--- config.mk ---
export PLATFORM = sky130hd
export DESIGN_NAME = wakeup_source_event_control
export DESIGN_NICKNAME = d
export VERILOG_FILES = /design/src/rtl/wake_ctrl_pkg.sv /design/src/rtl/wakeup_source_event_control.sv
export SDC_FILE = /design/constraint.sdc
export NUM_CORES = 1
export LEC_CHECK = 0
export BUFFER_PORTS_ARGS = -buffer_cell sky130_fd_sc_hd__clkbuf_2
export CAP_MARGIN = 10
export CORE_ASPECT_RATIO = 0.6
export CORE_MARGIN = 4
export CORE_UTILIZATION = 55
export DETAILED_ROUTE_END_ITERATION = 10
export HOLD_SLACK_MARGIN = 0.08
export PLACE_DENSITY = 0.73
export SLEW_MARGIN = 15
export SYNTH_ARGS = -nofsm -noshare
export SYNTH_HDL_FRONTEND = slang
export SYNTH_SLANG_ARGS = --single-unit
export TNS_END_PERCENT = 5
--- constraint.sdc ---
create_clock -name sys_clk -period 3.65 [get_ports sys_clk]
set_input_delay 0.365 -clock sys_clk [delete_from_list [all_inputs] [get_ports sys_clk]]
set_output_delay 0.365 -clock sys_clk [all_outputs]
set_load 0.02 [all_outputs]
--- src/rtl/wake_ctrl_pkg.sv ---
package wake_ctrl_pkg;

    // ------------------------------------------------------------
    // clock and low-frequency oscillator timing
    // ------------------------------------------------------------
    localparam int unsigned SYS_CLK_HZ = 20_000_000;
    localparam int unsigned LFO_BASE_HZ = 32_000;
    localparam int unsigned LFO_BASE_DIV = SYS_CLK_HZ / LFO_BASE_HZ;
    localparam int unsigned REF_LFO_PERIODS = 256;

    // ------------------------------------------------------------
    // idle command framing (byte index 0 is the command code)
    // ------------------------------------------------------------
    localparam logic [7:0] IDLE_CODE = 8'h07;
    localparam int unsigned IDLE_LEN = 16;
    localparam logic [3:0] IDX_SOURCE = 4'h2;
    localparam logic [3:0] IDX_WAKE_PERIOD = 4'h9;
    localparam logic [3:0] IDX_LOWER_THR = 4'hC;
    localparam logic [3:0] IDX_UPPER_THR = 4'hD;
    localparam logic [3:0] IDX_SLEEP_LIMIT = 4'hF;

    // ------------------------------------------------------------
    // register indices for the register-read command
    // ------------------------------------------------------------
    localparam logic [1:0] REG_WAKE_SOURCE_CONFIG = 2'h0;
    localparam logic [1:0] REG_WAKE_CAUSE_RECORD = 2'h1;
    localparam logic [7:0] WAKE_SOURCE_CONFIG_RESET = 8'h00;
    localparam logic [7:0] WAKE_CAUSE_RECORD_RESET = 8'h00;

    // ------------------------------------------------------------
    // field layout shared by source and cause registers
    // ------------------------------------------------------------
    localparam int unsigned FLD_RATE_HI = 7;
    localparam int unsigned FLD_RATE_LO = 6;
    localparam int unsigned BIT_SS_PIN = 4;
    localparam int unsigned BIT_IRQ_PIN = 3;
    localparam int unsigned BIT_TAG = 1;
    localparam int unsigned BIT_TIMEOUT = 0;
    localparam logic [5:0] CAUSE_TIMEOUT = 6'h01;
    localparam logic [5:0] CAUSE_TAG = 6'h02;
    localparam logic [5:0] CAUSE_IRQ_PIN = 6'h08;
    localparam logic [5:0] CAUSE_SS_PIN = 6'h10;

    typedef enum logic {
        READY,
        WAIT_EVENT
    } pwr_state_type;

endpackage : wake_ctrl_pkg

--- src/rtl/wakeup_source_event_control.sv ---
`timescale 1ns/1ps

// Functional notes
// RULE1: wake sources come from byte three of the sixteen-byte idle command; the code takes them from byte index 2.
// RULE2: source bits 7:6 pick oscillator rate 32, 16, 8 or 4 kHz.
// RULE3: oscillator rate and enabled sources are kept in the source register.
// RULE4: cause register is updated at the moment the wait state is left.
// RULE5: cause register is readable by register read and sent in the idle reply.
// RULE6: source bit 4 enables wake on low serial-select pin.
// RULE7: source bit 3 enables wake on low interrupt-input pin; host should set it.
// RULE8: source bit 1 enables wake on tag detection; host sets it for calibration.
// RULE9: bit 0 enables timeout of limit times (period plus one) reference periods.
// RULE10: reference period is 256 oscillator periods.
// RULE11: host keeps sleep count limit strictly between 0x00 and 0x1F.
// RULE12: host sets timeout bit when using timer and during calibration.
// RULE13: idle reply codes are 0x02 for tag detection and 0x01 for timeout.
// RULE14: during calibration host holds lower threshold at zero, varies upper.
// RULE15: host first tries upper 0x00 expecting tag, then 0xFC expecting timeout.
// RULE16: host then steps upper by 0x80 down to 0x04, per returned event.
// RULE17: reference is last upper, or upper minus four after a timeout.
// RULE18: level inside the lower/upper window gives no tag detection.
// RULE19: host sets thresholds eight below and eight above the reference.
// RULE20: cause register holds only the waking source bit plus copied rate.
module wakeup_source_event_control #(
    parameter int unsigned LFO_DIV = wake_ctrl_pkg::LFO_BASE_DIV,
    parameter int unsigned REF_PERIODS = wake_ctrl_pkg::REF_LFO_PERIODS
) (
    input wire logic sys_clk,
    input wire logic nrst,
    input wire logic cmd_valid,
    input wire logic cmd_first,
    input wire logic [7:0] cmd_byte,
    input wire logic read_req,
    input wire logic [1:0] read_index,
    input wire logic serial_select_n,
    input wire logic irq_in_n,
    input wire logic [7:0] tag_level,
    output logic in_wait_state,
    output logic idle_reply_valid,
    output logic [7:0] idle_reply_byte,
    output logic read_valid,
    output logic [7:0] read_data,
    output logic [1:0] low_freq_osc_rate
);

    // ------------------------------------------------------------
    // state
    // ------------------------------------------------------------
    wake_ctrl_pkg::pwr_state_type state_reg, state_next;
    logic [7:0] wake_source_config_reg, wake_source_config_next;
    logic [7:0] wake_cause_record_reg, wake_cause_record_next;
    logic [7:0] wake_period_setting_reg, wake_period_setting_next;
    logic [7:0] lower_detect_threshold_reg, lower_detect_threshold_next;
    logic [7:0] upper_detect_threshold_reg, upper_detect_threshold_next;
    logic [7:0] sleep_count_limit_reg, sleep_count_limit_next;
    logic [7:0] src_shadow_reg, src_shadow_next;
    logic [3:0] byte_idx_reg, byte_idx_next;
    logic frame_idle_reg, frame_idle_next;
    logic [15:0] lfo_cnt_reg, lfo_cnt_next;
    logic [8:0] ref_cnt_reg, ref_cnt_next;
    logic [8:0] period_cnt_reg, period_cnt_next;
    logic [7:0] sleep_cnt_reg, sleep_cnt_next;
    logic reply_valid_reg, reply_valid_next;
    logic [7:0] reply_byte_reg, reply_byte_next;
    logic rd_valid_reg, rd_valid_next;
    logic [7:0] rd_data_reg, rd_data_next;

    logic lfo_tick;
    logic ref_tick;
    logic trial;
    logic in_window;
    logic tag_hit;
    logic timeout_hit;
    logic [5:0] cause;
    logic [3:0] cur_idx;
    logic [15:0] lfo_limit;

    // ------------------------------------------------------------
    // decoding helpers
    // ------------------------------------------------------------
    // each step of the rate field halves the oscillator, so the divider doubles
    function automatic logic [15:0] lfo_div_for(input logic [1:0] rate);
        lfo_div_for = 16'(LFO_DIV) << rate; // RULE2
    endfunction : lfo_div_for

    // fixed priority when several sources fire in the same cycle, so the
    // record always names exactly one cause
    function automatic logic [5:0] pick_cause(
        input logic ss_w,
        input logic irq_w,
        input logic tag_w,
        input logic to_w
    );
        if (irq_w) begin
            pick_cause = wake_ctrl_pkg::CAUSE_IRQ_PIN;
        end else if (ss_w) begin
            pick_cause = wake_ctrl_pkg::CAUSE_SS_PIN;
        end else if (tag_w) begin
            pick_cause = wake_ctrl_pkg::CAUSE_TAG;
        end else if (to_w) begin
            pick_cause = wake_ctrl_pkg::CAUSE_TIMEOUT;
        end else begin
            pick_cause = 6'h00;
        end
    endfunction : pick_cause

    // ------------------------------------------------------------
    // sleep timing and wake decisions
    // ------------------------------------------------------------
    assign low_freq_osc_rate =
        wake_source_config_reg[wake_ctrl_pkg::FLD_RATE_HI:wake_ctrl_pkg::FLD_RATE_LO];
    assign lfo_limit = lfo_div_for(low_freq_osc_rate);
    assign lfo_tick = (state_reg == wake_ctrl_pkg::WAIT_EVENT)
        && (lfo_cnt_reg == lfo_limit - 16'h0001);
    assign ref_tick = lfo_tick && (ref_cnt_reg == 9'(REF_PERIODS - 1)); // RULE10
    // one detection trial at the end of every wake period
    assign trial = ref_tick && (period_cnt_reg == {1'b0, wake_period_setting_reg}); // RULE9
    assign in_window = (tag_level >= lower_detect_threshold_reg)
        && (tag_level < upper_detect_threshold_reg); // RULE18
    assign tag_hit = trial && !in_window
        && wake_source_config_reg[wake_ctrl_pkg::BIT_TAG]; // RULE8
    // the host keeps the limit nonzero; a zero limit wraps and times out only after 256 trials
    assign timeout_hit = trial && (sleep_cnt_reg + 8'h01 == sleep_count_limit_reg)
        && wake_source_config_reg[wake_ctrl_pkg::BIT_TIMEOUT]; // RULE9 RULE11
    assign cause = (state_reg == wake_ctrl_pkg::WAIT_EVENT) ? pick_cause(
        wake_source_config_reg[wake_ctrl_pkg::BIT_SS_PIN] && !serial_select_n, // RULE6
        wake_source_config_reg[wake_ctrl_pkg::BIT_IRQ_PIN] && !irq_in_n, // RULE7
        tag_hit,
        timeout_hit) : 6'h00;
    assign cur_idx = cmd_first ? 4'h0 : byte_idx_reg;

    always_comb begin
        state_next = state_reg;
        wake_source_config_next = wake_source_config_reg;
        wake_cause_record_next = wake_cause_record_reg;
        wake_period_setting_next = wake_period_setting_reg;
        lower_detect_threshold_next = lower_detect_threshold_reg;
        upper_detect_threshold_next = upper_detect_threshold_reg;
        sleep_count_limit_next = sleep_count_limit_reg;
        src_shadow_next = src_shadow_reg;
        byte_idx_next = byte_idx_reg;
        frame_idle_next = frame_idle_reg;
        lfo_cnt_next = 16'h0000;
        ref_cnt_next = 9'h000;
        period_cnt_next = 9'h000;
        sleep_cnt_next = 8'h00;
        reply_valid_next = 1'b0;
        reply_byte_next = reply_byte_reg;
        rd_valid_next = read_req;
        rd_data_next = rd_data_reg;
        if (read_req) begin
            case (read_index)
                wake_ctrl_pkg::REG_WAKE_SOURCE_CONFIG: rd_data_next = wake_source_config_reg;
                wake_ctrl_pkg::REG_WAKE_CAUSE_RECORD: begin
                    rd_data_next = wake_cause_record_reg; // RULE5
                end
                default: rd_data_next = 8'h00;
            endcase
        end
        case (state_reg)
            wake_ctrl_pkg::READY: begin
                // the command link is only listened to while awake
                if (cmd_valid) begin
                    byte_idx_next = cur_idx + 4'h1;
                    if (cur_idx == 4'h0) begin
                        frame_idle_next = (cmd_byte == wake_ctrl_pkg::IDLE_CODE);
                    end
                    if (cur_idx == 4'h0 || frame_idle_reg) begin
                        case (cur_idx)
                            wake_ctrl_pkg::IDX_SOURCE: src_shadow_next = cmd_byte; // RULE1
                            wake_ctrl_pkg::IDX_WAKE_PERIOD: wake_period_setting_next = cmd_byte;
                            wake_ctrl_pkg::IDX_LOWER_THR: lower_detect_threshold_next = cmd_byte;
                            wake_ctrl_pkg::IDX_UPPER_THR: upper_detect_threshold_next = cmd_byte;
                            wake_ctrl_pkg::IDX_SLEEP_LIMIT: begin
                                sleep_count_limit_next = cmd_byte;
                                // reserved source bits are forced to zero
                                wake_source_config_next = src_shadow_reg & 8'hDB; // RULE3
                                frame_idle_next = 1'b0;
                                state_next = wake_ctrl_pkg::WAIT_EVENT;
                            end
                            default: begin
                            end
                        endcase
                    end
                end
            end
            wake_ctrl_pkg::WAIT_EVENT: begin
                lfo_cnt_next = lfo_tick ? 16'h0000 : lfo_cnt_reg + 16'h0001;
                ref_cnt_next = ref_tick ? 9'h000 : (lfo_tick ? ref_cnt_reg + 9'h001 : ref_cnt_reg);
                period_cnt_next = trial ? 9'h000
                    : (ref_tick ? period_cnt_reg + 9'h001 : period_cnt_reg);
                sleep_cnt_next = trial ? sleep_cnt_reg + 8'h01 : sleep_cnt_reg;
                byte_idx_next = 4'h0;
                if (cause != 6'h00) begin
                    wake_cause_record_next = {low_freq_osc_rate, cause}; // RULE4 RULE20
                    reply_byte_next = {low_freq_osc_rate, cause}; // RULE5 RULE13
                    reply_valid_next = 1'b1;
                    state_next = wake_ctrl_pkg::READY;
                end
            end
            default: state_next = wake_ctrl_pkg::READY;
        endcase
    end

    always_ff @(posedge sys_clk) begin
        if (!nrst) begin
            state_reg <= wake_ctrl_pkg::READY;
            wake_source_config_reg <= wake_ctrl_pkg::WAKE_SOURCE_CONFIG_RESET;
            wake_cause_record_reg <= wake_ctrl_pkg::WAKE_CAUSE_RECORD_RESET;
            wake_period_setting_reg <= 8'h00;
            lower_detect_threshold_reg <= 8'h00;
            upper_detect_threshold_reg <= 8'h00;
            sleep_count_limit_reg <= 8'h00;
            src_shadow_reg <= 8'h00;
            byte_idx_reg <= 4'h0;
            frame_idle_reg <= 1'b0;
            lfo_cnt_reg <= 16'h0000;
            ref_cnt_reg <= 9'h000;
            period_cnt_reg <= 9'h000;
            sleep_cnt_reg <= 8'h00;
            reply_valid_reg <= 1'b0;
            reply_byte_reg <= 8'h00;
            rd_valid_reg <= 1'b0;
            rd_data_reg <= 8'h00;
        end else begin
            state_reg <= state_next;
            wake_source_config_reg <= wake_source_config_next;
            wake_cause_record_reg <= wake_cause_record_next;
            wake_period_setting_reg <= wake_period_setting_next;
            lower_detect_threshold_reg <= lower_detect_threshold_next;
            upper_detect_threshold_reg <= upper_detect_threshold_next;
            sleep_count_limit_reg <= sleep_count_limit_next;
            src_shadow_reg <= src_shadow_next;
            byte_idx_reg <= byte_idx_next;
            frame_idle_reg <= frame_idle_next;
            lfo_cnt_reg <= lfo_cnt_next;
            ref_cnt_reg <= ref_cnt_next;
            period_cnt_reg <= period_cnt_next;
            sleep_cnt_reg <= sleep_cnt_next;
            reply_valid_reg <= reply_valid_next;
            reply_byte_reg <= reply_byte_next;
            rd_valid_reg <= rd_valid_next;
            rd_data_reg <= rd_data_next;
        end
    end

    assign in_wait_state = (state_reg == wake_ctrl_pkg::WAIT_EVENT);
    assign idle_reply_valid = reply_valid_reg;
    assign idle_reply_byte = reply_byte_reg;
    assign read_valid = rd_valid_reg;
    assign read_data = rd_data_reg;
endmodule : wakeup_source_event_control

==> out/results.ini <==
[outcome]
status=completed

[grt]
grt_antenna_before_repair=0
grt.overflow.total=0
grt_usage_pct=20.2
number_of_global_route_vias_before_repair=3829
maximum_number_of_pins_on_one_net_before_global_route_repair=66
grt_pass1_wl_um=18700

[sta]
total_negative_setup_slacks_ns=0
timing.final.crit_share_pct=87.5
report.final.slew_viol_count=0
worst_max_slew_margin_expressed_relative_to_the_limit_pct=37.0
worst-slew-pin-transition_ns=0.946
finalSetupViolations=0
fmaxAchievable_mhz=313
rsz_0062_raised_after_global_routing=no
finalHoldViolations=0
final.min_clock_period_ns=3.19
fin_worst_skew_ns=0.0108

[placed_design]
dp_hpwl_um=8560
placedCellCount=734
place.port_buffers=41
gp_congestion=0.873

[final_layout]
max_reg_flops=16
layout_cells_sized_above_1_pct=11.1
area_delta_synth_final_pct=9.31
nNetsFinal=670
antenna_diodes=0
post_layout_nonfiller_instances=750

[clock_network]
tritoncts=built
clk_path_buf_depth=2
cts-resized-gates=0
htree_levels=3
tritoncts.num_buffers=9
tritoncts_num_sinks=106
hold_buffers=0
post_cts_buffers=0
cts-root-buf=clkbuf_16
clk_transition_reported_paths_ns=0.07
clkLatencyLatePin_ns=0.34

[synth]
synth-warning-count=0
synthXorXnorAreaFrac_pct=9.40
syn_area_per_cell_um2=9.22
asyncSetResetFlopFracSynth_pct=0
synth_commonest_cells=dfxtp_1 (106), mux2i_1 (54), nor2_1 (54)
synth_area_in_adders_pct=6.95
post-synth-top-area-fraction_pct=39.3
synth_top_family_by_area=simple AND/OR/NAND/NOR gates
synth_enable_flop_cells=0
post_synth_main_area_contributors=dfxtp_1 (39%), mux2i_1 (10%), ha_1 (6.9%), xnor2_1 (5.5%), nor2b_1 (5.4%)
post-synth-top-area-cell=dfxtp_1
synth_area_um2=5400
synthesized_area_fraction_occupied_by_ao_oa_aoi_and_oai_cells_pct=6.39
synth.area.mux_share_pct=10.6
yosys_most_used_dff=dfxtp_1
yosysMostFrequentCell=dfxtp_1
synth-simple-area-share_pct=21.8
synth.lib_cells_used.distinct=59
synthesis.instances=586
yosys_register_bits=106
synth-seq-area-share_pct=39.3

[pwr]
power-per-cell-area_nw_per_um2=365
p_leak_nw=2.23
peakVddDrop_mv=0.262

[floorplan]
die_area_um2=11500
rows=27
die_width_um=136
core_area_um2=9360
die_y_um=84.8
pin_count=46
initial_core_util_pct=57.7

[route]
drt-total-wl_um=11200
number_of_drc_violations_after_detailed_routing=0
vias=4013
antenna_violating_nets_post_route=0
drt_iter0_markers=261
first_pass_iters=4
avgViaCountPerCell=5.35
route.detailed.wl_per_inst_um=15.0

[worst_setup_path]
timing.critical_path.to_type=flop
regToRegStartpoint=wake_source_config_reg[7]
r2r-end=idle_reply_byte[7]
critPathKind=reg2reg
critical_path_required_ns=3.91
arrival_ns=3.46
reg2reg_setup_slack_ns=0.46
crit_fanout=14
worst_r2r_path_depth=9
critical_path.endpoint=idle_reply_byte[7]
worstSetupStartpoint=wake_source_config_reg[7]
critical_path.startpoint_type=flop

[min_path]
worst_hold_path_type=in2reg

[flow_run]
cap_violations=0

[layout by cell type, fill, tap and decap left out, drive strengths merged, types with 2 or more instances in the layout]
cell type	count
dfxtp	106
mux2i	55
nor2	54
clkbuf	54
nor2b	47
inv	37
xnor2	34
nand2	30
ha	30
xor2	24
nand3	21
nand4	13
a21oi	12
o21ai	10
and2	9
and3	7
o22ai	7
nor3	7
nand2b	6
a211oi	5
nor4	4
conb	4
or3	4
or2	3
or4	3
and4	3
nand4b	2
nand3b	2
o21a	2
o2111ai	2
o221ai	2
a22oi	2
clkinv	2
a31oi	2
a21boi	2
[worst min path at each step]
stage                     cells after the start               start            endpoint  slack, ns
after detailed placement                      2      ref_cnt_reg[5]      ref_cnt_reg[5]       0.47
final                                         2            read_req          read_valid       0.35
after floorplan                               1      lfo_cnt_reg[0]      lfo_cnt_reg[0]       0.44
after global routing                          2            read_req          read_valid       0.35
after global placement                        2  idle_reply_byte[0]  idle_reply_byte[0]       0.46
after CTS                                     2            read_req          read_valid       0.34
[worst max-delay path, stage by stage, from the launching register on]
cell      delay [ns]
dfxtp_1         0.53
inv_1           0.14
ha_1            0.21
or3b_2          0.44
a222oi_1        0.28
and4_2          0.48
and3_1          0.38
a31oi_4         0.18
mux2i_4         0.25
mux2i_1         0.22
[report_power, final]
| group | leakage, nW | switching (W) | internal (W) | total, W |
|---|---|---|---|---|
| Sequential | 0.854 | 0.00000165 | 0.00116 | 0.00116 |
| Clock | 0.130 | 0.000419 | 0.000485 | 0.000904 |
| Combinational | 1.24 | 0.0000536 | 0.0000370 | 0.0000906 |
| Total | 2.23 | 0.000474 | 0.00168 | 0.00215 |
[per-layer routing]
| layer | global-route usage [%] | vias up | wire length [um] |
|---|---|---|---|
| li1 | - | 2043 | - |
| met1 | 30.3 | 1880 | 6070 |
| met2 | 29.3 | 82 | 4600 |
| met3 | 4.85 | 8 | 469 |
| met4 | 4.57 | 0 | 79 |
| met5 | 0 | - | 0 |
[per-stage QoR]
| step | hold slack (ns) | setup WS, ns | cell area (um^2) | utilization, % | power [W] |
|---|---|---|---|---|---|
| floorplan | 0.440 | 0.934 | 5410 | - | 0.00124 |
| global placement | 0.464 | 0.649 | 5630 | 60.2 | 0.00127 |
| detailed placement | 0.475 | 0.509 | 5630 | 60.2 | 0.00128 |
| CTS | 0.338 | 0.483 | 5910 | 63.1 | 0.00217 |
| global route | 0.353 | 0.262 | 5910 | 63.1 | 0.00223 |
| finish | 0.348 | 0.457 | 5910 | 63.1 | 0.00215 |
[cell families (layout without fill, tap and decap cells)]
group | Yosys count | count (layout)
adder cells (fa/ha/maj) | 30 | 30
XOR/XNOR | 58 | 58
other | 1 | 4
AO/OA/AOI/OAI | 51 | 51
buffers and inverters | 64 | 95
multiplexers | 56 | 56
flip-flops | 106 | 106
AND/OR/NAND/NOR | 220 | 220
[cell type report]
class / count / area [um^2]
Clock buffer: 13 / 250
Clock inverter: 3 / 25.0
Inverter: 37 / 139
Tap cell: 130 / 163
Timing Repair Buffer: 42 / 213
Multi-Input combinational cell: 419 / 2990
Sequential cell: 106 / 2120
Fill cell: 782 / 3450
Power figures use the tool's default switching activity.
